File: src/rtl/aux2_irq_pkg.sv
// Purpose: Constants and carriers for the aux output / timing error slice
// Assumes: 8-bit registers, 5-bit register address on the serial port
// Notes:   Reserved addresses read zero
//
// How it works
// - Level word from 0x11 and 0x12 bits 1:0
// - Bit 9 MSB, current rises with value
// - Bit 7 pin select, bit 6 direction
// - Bit 5 powers down; fields reset zero
// - Data timing violation latches bit 7
// - Sync timing violation latches bit 6
// - Reading interrupt register clears both flags
// - Bit 4 reports hold or setup kind
// - Bit 3 enables data error interrupt
// - Bit 2 enables sync error interrupt
// - Bit 0 loops sync output to input
// - Read-only revision byte at 0x1F
package aux2_irq_pkg;

  // ----------------------------------------
  // Register offsets
  // ----------------------------------------
  localparam logic [4:0] ADDR_AUX2_LOW  = 5'h11;
  localparam logic [4:0] ADDR_AUX2_HIGH = 5'h12;
  localparam logic [4:0] ADDR_IRQ       = 5'h19;
  localparam logic [4:0] ADDR_REV       = 5'h1F;

  // ----------------------------------------
  // Field positions
  // ----------------------------------------
  localparam int BIT_AUX2_NEG    = 7;
  localparam int BIT_AUX2_SINK   = 6;
  localparam int BIT_AUX2_PDOWN  = 5;
  localparam int BIT_DATA_FLAG   = 7;
  localparam int BIT_SYNC_FLAG   = 6;
  localparam int BIT_ERR_KIND    = 4;
  localparam int BIT_DATA_EN     = 3;
  localparam int BIT_SYNC_EN     = 2;
  localparam int BIT_LOOPBACK    = 0;
  localparam int BIT_INSTR_READ  = 7;

  // ----------------------------------------
  // Widths and reset values
  // ----------------------------------------
  localparam int         LEVEL_W    = 10;
  localparam logic [7:0] RST_BYTE   = 8'h00;
  localparam logic [2:0] BIT_CNT_LAST = 3'h7;

  // ----------------------------------------
  // Carriers
  // ----------------------------------------
  typedef struct packed {
    logic [LEVEL_W-1:0] level;
    logic               neg_sel;
    logic               sink;
    logic               pdown;
  } aux2_ctrl_s;

  typedef enum logic [4:0] {
    SP_IDLE  = 5'h01,
    SP_INSTR = 5'h02,
    SP_WRITE = 5'h04,
    SP_READ  = 5'h08,
    SP_DONE  = 5'h10
  } spi_state_e;

endpackage : aux2_irq_pkg

File: src/rtl/pin_sync3.sv
// Purpose: Three-stage pin synchroniser with agreement filter
// Assumes: Inputs asynchronous to core_clk_in
// Notes:   Stage one feeds only stage two
`timescale 1ns/100ps
module pin_sync3 #(
  parameter int WIDTH = 3
) (
  // Clock and reset
  input  wire logic             core_clk_in,
  input  wire logic             nrst_in,
  // Pins and filtered levels
  input  wire logic [WIDTH-1:0] pin_in,
  output logic      [WIDTH-1:0] level_out
);

  logic [WIDTH-1:0] s1_ff;
  logic [WIDTH-1:0] s2_ff;
  logic [WIDTH-1:0] s3_ff;
  logic [WIDTH-1:0] level_ff;
  logic [WIDTH-1:0] nxt_level;

  genvar g;
  generate
    for (g = 0; g < WIDTH; g++)
    begin : g_bit
      // Change counts once stages two and three agree
      always_comb
      begin
        nxt_level[g] = (s2_ff[g] == s3_ff[g]) ? s3_ff[g] : level_ff[g];
      end
    end
  endgenerate

  always_ff @(posedge core_clk_in)
  begin
    if (!nrst_in)
    begin
      s1_ff    <= '0;
      s2_ff    <= '0;
      s3_ff    <= '0;
      level_ff <= '0;
    end
    else
    begin
      s1_ff    <= pin_in;
      s2_ff    <= s1_ff;
      s3_ff    <= s2_ff;
      level_ff <= nxt_level;
    end
  end

  assign level_out = level_ff;

endmodule : pin_sync3

File: src/rtl/sticky_flag.sv
// Purpose: Latched event flag, cleared by a strobe
// Assumes: Set and clear on core_clk_in
// Notes:   Set wins over clear so no event is lost
`timescale 1ns/100ps
module sticky_flag (
  // Clock and reset
  input  wire logic core_clk_in,
  input  wire logic nrst_in,
  // Event and clear
  input  wire logic set_in,
  input  wire logic clr_in,
  output logic      flag_out
);

  logic flag_ff;
  logic nxt_flag;

  always_comb
  begin
    nxt_flag = set_in | (flag_ff & ~clr_in);
  end

  always_ff @(posedge core_clk_in)
  begin
    if (!nrst_in)
      flag_ff <= 1'b0;
    else
      flag_ff <= nxt_flag;
  end

  assign flag_out = flag_ff;

endmodule : sticky_flag

File: src/rtl/aux2_irq_regs.sv
// Purpose: Aux output two controls, timing error interrupt, revision
// Assumes: Serial port pins asynchronous; error strobes on core clock
// Notes:   Instruction byte then one data byte, MSB first
`timescale 1ns/100ps
module aux2_irq_regs #(
  // Arbitrary value, not a real part revision
  parameter logic [7:0] HW_REV = 8'h3C
) (
  // Clock and reset
  input  wire logic                     core_clk_in,
  input  wire logic                     nrst_in,
  // Serial control port
  input  wire logic                     spi_cs_n_in,
  input  wire logic                     spi_sclk_in,
  input  wire logic                     sdio_in,
  output logic                          sdio_out,
  output logic                          sdio_oe_out,
  // Timing violation detectors
  input  wire logic                     data_hold_err_in,
  input  wire logic                     data_setup_err_in,
  input  wire logic                     sync_err_in,
  // Sync paths
  input  wire logic                     sync_pin_in,
  input  wire logic                     sync_out_rx_in,
  output logic                          sync_path_out,
  // Aux output two and interrupt
  output aux2_irq_pkg::aux2_ctrl_s      aux2_ctrl_out,
  output logic                          irq_out
);
  import aux2_irq_pkg::*;

  // ----------------------------------------
  // Pin synchronisers
  // ----------------------------------------
  logic [2:0] pins_lvl;
  logic       cs_n;
  logic       sclk;
  logic       sdi;

  pin_sync3 #(.WIDTH(3)) u_pins (
    .core_clk_in (core_clk_in),
    .nrst_in     (nrst_in),
    .pin_in      ({~spi_cs_n_in, spi_sclk_in, sdio_in}),
    .level_out   (pins_lvl)
  );

  // Select carried inverted so reset zero reads idle, no false frame
  assign cs_n = ~pins_lvl[2];
  assign sclk = pins_lvl[1];
  assign sdi  = pins_lvl[0];

  // ----------------------------------------
  // State
  // ----------------------------------------
  spi_state_e state_ff,   nxt_state;
  logic       sclk_d_ff,  nxt_sclk_d;
  logic [2:0] cnt_ff,     nxt_cnt;
  logic [7:0] shin_ff,    nxt_shin;
  logic [7:0] shout_ff,   nxt_shout;
  logic [4:0] addr_ff,    nxt_addr;
  logic       sdo_ff,     nxt_sdo;
  logic       oe_ff,      nxt_oe;
  logic [7:0] low_ff,     nxt_low;
  logic [7:0] high_ff,    nxt_high;
  logic       den_ff,     nxt_den;
  logic       sen_ff,     nxt_sen;
  logic       loop_ff,    nxt_loop;
  logic       kind_ff,    nxt_kind;
  logic       sync_ff,    nxt_sync;
  logic       irq_ff,     nxt_irq;
  logic       irq_rd_clr;
  logic       data_flag;
  logic       sync_flag;
  logic       data_evt;
  logic       rise;
  logic       fall;
  logic [7:0] in_byte;

  // Read mux used by the read path
  function automatic logic [7:0] reg_read(input logic [4:0] a);
    logic [7:0] r;
    r = RST_BYTE;
    unique case (a)
      ADDR_AUX2_LOW:  r = low_ff;
      ADDR_AUX2_HIGH: r = high_ff;
      ADDR_IRQ:
      begin
        r[BIT_DATA_FLAG] = data_flag;
        r[BIT_SYNC_FLAG] = sync_flag;
        r[BIT_ERR_KIND]  = kind_ff;
        r[BIT_DATA_EN]   = den_ff;
        r[BIT_SYNC_EN]   = sen_ff;
        r[BIT_LOOPBACK]  = loop_ff;
      end
      ADDR_REV:       r = HW_REV;
      default:        r = RST_BYTE;
    endcase
    return r;
  endfunction : reg_read

  assign rise     = sclk & ~sclk_d_ff;
  assign fall     = ~sclk & sclk_d_ff;
  assign in_byte  = {shin_ff[6:0], sdi};
  assign data_evt = data_hold_err_in | data_setup_err_in;

  // ----------------------------------------
  // Serial port and register writes
  // ----------------------------------------
  always_comb
  begin
    nxt_state  = state_ff;
    nxt_sclk_d = sclk;
    nxt_cnt    = cnt_ff;
    nxt_shin   = shin_ff;
    nxt_shout  = shout_ff;
    nxt_addr   = addr_ff;
    nxt_sdo    = sdo_ff;
    nxt_oe     = oe_ff;
    nxt_low    = low_ff;
    nxt_high   = high_ff;
    nxt_den    = den_ff;
    nxt_sen    = sen_ff;
    nxt_loop   = loop_ff;
    irq_rd_clr = 1'b0;
    if (cs_n)
    begin
      // Frame end aborts any partial byte
      nxt_state = SP_IDLE;
      nxt_oe    = 1'b0;
      nxt_cnt   = 3'h0;
    end
    else
    begin
      unique case (state_ff)
        SP_IDLE:
        begin
          nxt_state = SP_INSTR;
          nxt_cnt   = 3'h0;
        end
        SP_INSTR:
        begin
          if (rise)
          begin
            nxt_shin = in_byte;
            nxt_cnt  = cnt_ff + 3'h1;
            if (cnt_ff == BIT_CNT_LAST)
            begin
              nxt_addr = in_byte[4:0];
              if (in_byte[BIT_INSTR_READ])
              begin
                nxt_state = SP_READ;
                nxt_shout = reg_read(in_byte[4:0]);
                irq_rd_clr = (in_byte[4:0] == ADDR_IRQ);
              end
              else
                nxt_state = SP_WRITE;
            end
          end
        end
        SP_WRITE:
        begin
          if (rise)
          begin
            nxt_shin = in_byte;
            nxt_cnt  = cnt_ff + 3'h1;
            if (cnt_ff == BIT_CNT_LAST)
            begin
              nxt_state = SP_DONE;
              unique case (addr_ff)
                ADDR_AUX2_LOW:  nxt_low = in_byte;
                ADDR_AUX2_HIGH: nxt_high = in_byte & 8'hE3;
                ADDR_IRQ:
                begin
                  nxt_den  = in_byte[BIT_DATA_EN];
                  nxt_sen  = in_byte[BIT_SYNC_EN];
                  nxt_loop = in_byte[BIT_LOOPBACK];
                end
                default: nxt_low = low_ff;
              endcase
            end
          end
        end
        SP_READ:
        begin
          // Drive on falling edge, host samples on rising
          if (fall)
          begin
            nxt_oe    = 1'b1;
            nxt_sdo   = shout_ff[7];
            nxt_shout = {shout_ff[6:0], 1'b0};
          end
        end
        SP_DONE: nxt_state = SP_DONE;
      endcase
    end
  end

  // ----------------------------------------
  // Timing error flags
  // ----------------------------------------
  // data flag latch
  sticky_flag u_data_flag (
    .core_clk_in (core_clk_in),
    .nrst_in     (nrst_in),
    .set_in      (data_evt),
    .clr_in      (irq_rd_clr),
    .flag_out    (data_flag)
  );

  sticky_flag u_sync_flag (
    .core_clk_in (core_clk_in),
    .nrst_in     (nrst_in),
    .set_in      (sync_err_in),
    .clr_in      (irq_rd_clr),
    .flag_out    (sync_flag)
  );

  always_comb
  begin
    nxt_kind = data_evt ? data_setup_err_in : kind_ff;
    nxt_sync = loop_ff ? sync_out_rx_in : sync_pin_in;
    nxt_irq  = (data_flag & den_ff) | (sync_flag & sen_ff);
  end

  always_ff @(posedge core_clk_in)
  begin
    if (!nrst_in)
    begin
      state_ff  <= SP_IDLE;
      sclk_d_ff <= 1'b0;
      cnt_ff    <= 3'h0;
      shin_ff   <= RST_BYTE;
      shout_ff  <= RST_BYTE;
      addr_ff   <= 5'h00;
      sdo_ff    <= 1'b0;
      oe_ff     <= 1'b0;
      low_ff    <= RST_BYTE;
      high_ff   <= RST_BYTE;
      den_ff    <= 1'b0;
      sen_ff    <= 1'b0;
      loop_ff   <= 1'b0;
      kind_ff   <= 1'b0;
      sync_ff   <= 1'b0;
      irq_ff    <= 1'b0;
    end
    else
    begin
      state_ff  <= nxt_state;
      sclk_d_ff <= nxt_sclk_d;
      cnt_ff    <= nxt_cnt;
      shin_ff   <= nxt_shin;
      shout_ff  <= nxt_shout;
      addr_ff   <= nxt_addr;
      sdo_ff    <= nxt_sdo;
      oe_ff     <= nxt_oe;
      low_ff    <= nxt_low;
      high_ff   <= nxt_high;
      den_ff    <= nxt_den;
      sen_ff    <= nxt_sen;
      loop_ff   <= nxt_loop;
      kind_ff   <= nxt_kind;
      sync_ff   <= nxt_sync;
      irq_ff    <= nxt_irq;
    end
  end

  // ----------------------------------------
  // Outputs
  // ----------------------------------------
  // level assembly, bit 9 MSB
  assign aux2_ctrl_out.level   = {high_ff[1:0], low_ff};
  assign aux2_ctrl_out.neg_sel = high_ff[BIT_AUX2_NEG];
  assign aux2_ctrl_out.sink    = high_ff[BIT_AUX2_SINK];
  assign aux2_ctrl_out.pdown   = high_ff[BIT_AUX2_PDOWN];
  assign sdio_out              = sdo_ff;
  assign sdio_oe_out           = oe_ff;
  assign sync_path_out         = sync_ff;
  assign irq_out               = irq_ff;

endmodule : aux2_irq_regs

File: config.mk
export PLATFORM = sky130hd
export DESIGN_NAME = aux2_irq_regs
export DESIGN_NICKNAME = d
export VERILOG_FILES = /design/src/rtl/aux2_irq_pkg.sv /design/src/rtl/pin_sync3.sv /design/src/rtl/sticky_flag.sv /design/src/rtl/aux2_irq_regs.sv
export SDC_FILE = /design/constraint.sdc
export NUM_CORES = 1
export LEC_CHECK = 0
export BUFFER_PORTS_ARGS = -buffer_cell sky130_fd_sc_hd__clkbuf_2
export CORE_AREA = 8 8 92 128
export DETAILED_ROUTE_END_ITERATION = 16
export DIE_AREA = 0 0 100 136
export RECOVER_POWER = 25
export SYNTH_ARGS = -nofsm -noshare
export SYNTH_HDL_FRONTEND = slang
export SYNTH_HIERARCHICAL = 1
export SYNTH_SLANG_ARGS = --single-unit
File: constraint.sdc
create_clock -name core_clk_in -period 2.1 [get_ports core_clk_in]
set_input_delay 0.105 -clock core_clk_in [delete_from_list [all_inputs] [get_ports core_clk_in]]
set_output_delay 0.105 -clock core_clk_in [all_outputs]
set_load 0.05 [all_outputs]
## Word level (Yosys, flattened, before mapping)

Index checks and enable logic that the tools add are counted.
W data, S select, Z words.

| word-level totals | value |
|---|---|
| register bits after elaboration | 64 |
| bits of input ports | 10 |
| output and inout bits | 17 |
| logic and storage cells | 101 |

| operators by class | value |
|---|---|
| add/sub/neg operators | 1 |
| equal/unequal tests | 23 |
| mux-type cells | 24 |
| bitwise gates (word level) | 14 |
| reductions and logical operators | 15 |

Operator list:

| cell | count |
|---|---|
| $eq A5 B5 Y1 const B | 8 |
| $mux W8 | 4 |
| $mux W5 | 4 |
| $pmux W5 S4 | 1 |
| $reduce_and A5 Y1 | 4 |
| $pmux W8 S2 | 1 |
| $ne A2 B2 Y1 const B | 6 |
| $pmux W3 S3 | 1 |
| $and A1 B1 Y1 | 6 |
| $mux W1 | 6 |
| $pmux W1 S3 | 2 |
| $pmux W2 S3 | 1 |
| $pmux W3 S2 | 1 |
| $reduce_and A2 Y1 | 3 |
| $reduce_and A3 Y1 | 2 |
| $reduce_and A6 Y1 | 1 |
| $eq A5 B1 Y1 const B | 1 |
| $eq A5 B2 Y1 const B | 1 |
| $eq A5 B3 Y1 const B | 1 |
| $eq A5 B4 Y1 const B | 1 |
| $mux W4 | 1 |
| $not A1 Y1 | 4 |
| $or A1 B1 Y1 | 4 |
| $reduce_and A4 Y1 | 1 |
| 9 further kinds | 12 |

## Longest topological paths before layout

| logic depth | value |
|---|---|
| word-level depth | 9 |
| gate-level depth with buffers | 9 |
| gate-level depth less buffers | 7 |

## Cells and area by module

Netlist, hierarchy kept.

By module, submodules not included:

| module | times used | cells an instance | area an instance (µm²) | seq. area each (µm²) |
|---|---|---|---|---|
| aux2_irq_regs | 1 | 284 | 2,441.1 | 1,001.0 |
| pin_sync3 | 1 | 31 | 367.9 | 240.2 |
| sticky_flag | 2 | 3 | 41.3 | 20.0 |

## Worst setup path before layout

No wires, ideal clock.

| timing | value |
|---|---|
| path kind | register -> register |
| from | reg cnt_ff[0] |
| to | reg u_sync_flag.flag_ff (netlist: u_sync_flag/flag_out) |
| setup time | 0.115 ns |
| arrival | 2.029 ns |
| data required time | 1.985 ns |
| path slack | -0.044 ns |
| cell stages (with the launch flop) | 8 |
| path buffers | 0 |
| period minus slack after synthesis | 2.144 ns |
| cells stage by stage | dfxtp_1 > ha_1 > ha_1 > nor4bb_1 > nand3_1 > nor3_1 > nor2b_4 > o21a_1 |

| on the way | value |
|---|---|
| longest elaborated chain between the ends | 8 |

RTL lines:

| item | line | RTL |
|---|---|---|
| start, declared | aux2_irq_regs.sv:57 | `logic [2:0] cnt_ff, nxt_cnt;` |
| start signal, assigned | aux2_irq_regs.sv:250 | `cnt_ff <= nxt_cnt;` |
| $eq A3 B3 Y1 | aux2_irq_regs.sv:146 | `if (cnt_ff == BIT_CNT_LAST)` |
| $mux W1 | aux2_irq_regs.sv:146 |  |
| $mux W1 | aux2_irq_regs.sv:142 | `if (rise)` |
| $mux W1 | aux2_irq_regs.sv:134 | `unique case (state_ff)` |
| $mux W1 | aux2_irq_regs.sv:125 | `if (cs_n)` |
| named net irq_rd_clr | aux2_irq_regs.sv:71 | `logic irq_rd_clr;` |
| $not A1 Y1 | sticky_flag.sv:20 | `nxt_flag = set_in \| (flag_ff & ~clr_in);` |
| $and A1 B1 Y1 | sticky_flag.sv:20 |  |
| $or A1 B1 Y1 | sticky_flag.sv:20 |  |
| end signal, assigned | sticky_flag.sv:28 | `flag_ff <= nxt_flag;` |
| end, declared | sticky_flag.sv:15 | `logic flag_ff;` |

The timed path passes the listed nets, and every way through them passes these cells.
A chain may end at the register's enable or synchronous reset.

## Worst setup path in the final report

Ends and elaborated chain as after synthesis.

==> results.py <==
metrics = {
    "clock_network": {
        "tritoncts.num_buffers": 9,
        "worstSkewPairLatency_ns": 0.34,
        "cts.sink_count": 64,
        "tritoncts": "built",
        "post_cts.repair.setup_buffers": 0,
        "clk_pin_slew_worst_setup_hold_paths_ns": 0.06,
        "clk_root_buffer_cell": "sky130_fd_sc_hd__clkbuf_16",
        "clock_buffer_depth": 2,
        "cts.htree.levels": 3,
    },
    "detailed_routing": {
        "route.detailed.drc": 0,
        "drt.antenna.violating_nets": 0,
        "first_iter_violations": 91,
        "average_routed_wire_per_standard_cell_um": 14.6,
        "route.vias.total": 2454,
        "drt_pass1_iterations": 5,
        "vias_per_cell": 5.00,
        "totalWireLength_um": 7190,
    },
    "setup_path": {
        "worst_ep_required_time_ns": 2.33,
        "worst-setup-path-type": "reg2reg",
        "critical_path.max_stage_delay_ns": 0.38,
        "path_max_fanout": 3,
        "setup.worst_path.start_class": "register",
        "worstPathBufferInverterCount": 0,
        "critical_path.cell_chain": "ha_1 > ha_1 > nor4bb_2 > nand3_1 > nor3_2 > nor2b_4 > o21a_1",
        "critPathSlowestCell": "sky130_fd_sc_hd__nor3_2",
        "timing.critical_path.max_delay_family": "simple AND/OR/NAND/NOR gates",
        "worst-endpoint-arrival_ns": 2.11,
        "cell_repeated_most_along_the_worst_path": "sky130_fd_sc_hd__ha_1",
        "end_kind": "register",
    },
    "synthesis": {
        "syn_area_um2": 2890,
        "share_of_the_yosys_chip_area_belonging_to_registers_pct": 44.3,
        "synth.ff_latch_count": 64,
        "syn_inst": 321,
        "synth.distinct_cells": 49,
        "syn_nets": 333,
        "postSynth.asyncResetShare_pct": 0,
        "synth_flop_cell": "sky130_fd_sc_hd__dfxtp_1",
        "yosys_warnings": 6,
        "synth_area_per_cell_um2": 9.01,
        "count_of_flip_flops_with_a_built_in_enable_after_synthesis": 0,
    },
    "layout": {
        "drive_above_1_share_pct": 19.0,
        "design.final.nets": 360,
        "antenna_cells_inserted": 0,
        "finalInstanceArea_um2": 3510,
        "leading_cell_type_in_the_layout_fill_and_taps_excluded": "sky130_fd_sc_hd__dfxtp_1",
        "layout_common_cells": "64 x sky130_fd_sc_hd__dfxtp_1, 37 x sky130_fd_sc_hd__nor2_1, 25 x sky130_fd_sc_hd__a21oi_1",
        "syn2layout_area_growth_pct": 21.5,
    },
    "power": {
        "vdd_drop_max_uv": 379,
        "power.density_cell_area_nw_per_um2": 858,
        "power_leakage_uw": 0.00133,
    },
    "floorplanning": {
        "top_level_ports": 27,
        "std_cell_rows": 44,
        "starting_density_pct": 28.9,
        "floorplan.core_area_um2": 10000,
        "die_height_um": 136,
        "die-width_um": 100,
        "fp.dieArea_um2": 13600,
    },
    "global_routing": {
        "maximum_number_of_pins_on_one_net_before_global_route_repair": 28,
        "vias_in_the_first_global_route": 2410,
        "grt_first_pass_wirelength_um": 12000,
        "antenna_found_initial": 0,
        "grt_util_all_layers_pct": 11.1,
        "grt-ovfl-total": 0,
    },
    "timing": {
        "period_needed_ns": 1.89,
        "worst_relative_slew_slack_pct": 27.1,
        "unrepaired_setup_endpoints_after_global_routing": "false",
        "clock_skew_ns": 0.00677,
        "report.final.setup_viol": 0,
        "final.setup.tns_ns": 0,
        "fin_crit_sh_pct": 89.8,
        "whs_ns": 0.00394,
        "max_freq_mhz": 530,
        "hold_viol": 0,
        "final-max-slew-violation-count": 0,
        "max_slew.worst_pin.slew_ns": 1.09,
    },
    "outcome": {
        "run_status": "finished, final reports clean",
    },
    "job": {
        "number_of_max_cap_violations": 0,
    },
    "place": {
        "io_buffers": 26,
        "place_hpwl_um": 5180,
        "globalplace.congestion": 0.804,
        "post_dp_cell_area_um2": 3160,
    },
    "min_path": {
        "timing.hold.worst.class": "in2reg",
    },
}
[power breakdown]
group	leakage [uW]	internal [uW]	switching (uW)
Sequential	0.000518	1230	6.17
Clock	0.000166	1160	568
Combinational	0.000647	22.7	30.8
[path summary, 6_finish.rpt]
kind                         from                   end  slack [ns]  cells after the start
setup / recovery        cnt_ff[0]  u_sync_flag/flag_out        0.21                      7
hold / removal        sync_pin_in         sync_path_out       0.004                      3
setup reg to reg        cnt_ff[0]  u_sync_flag/flag_out        0.21                      7
hold reg to reg   u_pins/s1_ff[0]       u_pins/s2_ff[0]        0.42                      1
[area by class of cell]
cell class	count	area, um2
sequential	64	1280
multi-input combinational	228	1470
tap	138	173
inverter	6	22.5
clock buffer	9	225
clock inverter	7	120
fill	1062	6500
timing repair buffer	39	220
[layer usage]
| metal | part of all wire (%) | global-route usage, % | vias up |
|---|---|---|---|
| li1 | - | - | 1207 |
| met1 | 42 | 12.1 | 1171 |
| met2 | 49 | 18.7 | 53 |
| met3 | 4.6 | 2.82 | 23 |
| met4 | 4.1 | 7.43 | 0 |
| met5 | 0 | 0 | - |
[stage by stage]
step	power, uW	setup slack (ns)	cells	utilization (%)
final	3010	0.214	491	35.1
after global routing	3100	0.0272	491	35.1
after CTS	3050	0.111	491	35.2
after detailed placement	1310	0.117	473	31.5
after global placement	1310	0.205	473	31.5
after floorplan	1290	0.0936	321	-
[cell usage after synthesis, types with 2 or more instances]
| library cell | instances | area share, % |
|---|---|---|
| sky130_fd_sc_hd__a21oi_1 | 25 | 4.3 |
| sky130_fd_sc_hd__nand4_1 | 7 | 1.5 |
| sky130_fd_sc_hd__ha_1 | 2 | 0.87 |
| sky130_fd_sc_hd__buf_2 | 2 | 0.35 |
| sky130_fd_sc_hd__nor2b_4 | 2 | 0.95 |
| sky130_fd_sc_hd__dfxtp_1 | 64 | 44 |
| sky130_fd_sc_hd__inv_1 | 6 | 0.78 |
| sky130_fd_sc_hd__a211oi_1 | 3 | 0.78 |
| sky130_fd_sc_hd__o32ai_1 | 8 | 2.4 |
| sky130_fd_sc_hd__and3_1 | 2 | 0.43 |
| sky130_fd_sc_hd__buf_6 | 3 | 1.2 |
| sky130_fd_sc_hd__and2_2 | 6 | 1.6 |
| sky130_fd_sc_hd__clkbuf_2 | 3 | 0.52 |
| sky130_fd_sc_hd__nand3_1 | 17 | 2.9 |
| sky130_fd_sc_hd__a22oi_1 | 3 | 0.78 |
| sky130_fd_sc_hd__nand3b_1 | 3 | 0.78 |
| sky130_fd_sc_hd__nand2_1 | 18 | 2.3 |
| sky130_fd_sc_hd__nand2b_1 | 5 | 1.1 |
| sky130_fd_sc_hd__and2_1 | 4 | 0.87 |
| sky130_fd_sc_hd__nor3_1 | 5 | 0.87 |
| sky130_fd_sc_hd__mux2i_1 | 19 | 6.6 |
| sky130_fd_sc_hd__buf_4 | 2 | 0.52 |
| sky130_fd_sc_hd__o21a_1 | 2 | 0.52 |
| sky130_fd_sc_hd__o21ai_0 | 19 | 3.3 |
| sky130_fd_sc_hd__nand4b_1 | 8 | 2.4 |
| sky130_fd_sc_hd__a21boi_0 | 3 | 0.78 |
| sky130_fd_sc_hd__clkbuf_1 | 13 | 1.7 |
| sky130_fd_sc_hd__a31oi_1 | 2 | 0.43 |
| sky130_fd_sc_hd__nor2_1 | 37 | 4.8 |
| sky130_fd_sc_hd__nor2b_1 | 2 | 0.43 |
| sky130_fd_sc_hd__nor3b_1 | 3 | 0.78 |
| sky130_fd_sc_hd__and4_1 | 4 | 1.2 |
| sky130_fd_sc_hd__or3b_2 | 3 | 0.91 |
[cells by family after synthesis]
kind of cell	share of synthesized area, %
AO/OA/AOI/OAI	15.6
XOR/XNOR	0.303
adder cells (fa/ha/maj)	0.865
buffers and inverters	5.02
flip-flops	44.3
multiplexers	6.58
AND/OR/NAND/NOR	27.3
[worst min-delay path, delay by kind of cell]
| family | cells | cell delay [ns] |
|---|---|---|
| buffers and inverters | 1 | 0.07 |
| and+or+nand+nor | 1 | 0.07 |
| muxes | 1 | 0.05 |
[registers in the layout, indices dropped and copies added, names as in the netlist]
signal                cells
state_ff                  5
sync_path_out             1
u_pins/s3_ff              3
u_pins/s2_ff              3
sdio_out                  1
low_ff                    8
kind_ff                   1
cnt_ff                    3
sdio_oe_out               1
u_data_flag/flag_out      1
high_ff                   5
irq_out                   1
u_pins/level_out          3
shout_ff                  8
den_ff                    1
loop_ff                   1
shin_ff                   7
sclk_d_ff                 1
u_sync_flag/flag_out      1
u_pins/s1_ff              3
addr_ff                   5
sen_ff                    1
[what timing repair did]
action / CTS / global route
hold buffers: 2 / 0
setup endpoints to repair: 0 / 3
endpoints found under the hold margin: 2 / 0
resized for setup: 0 / 1
(Power assumes the default switching activity.)
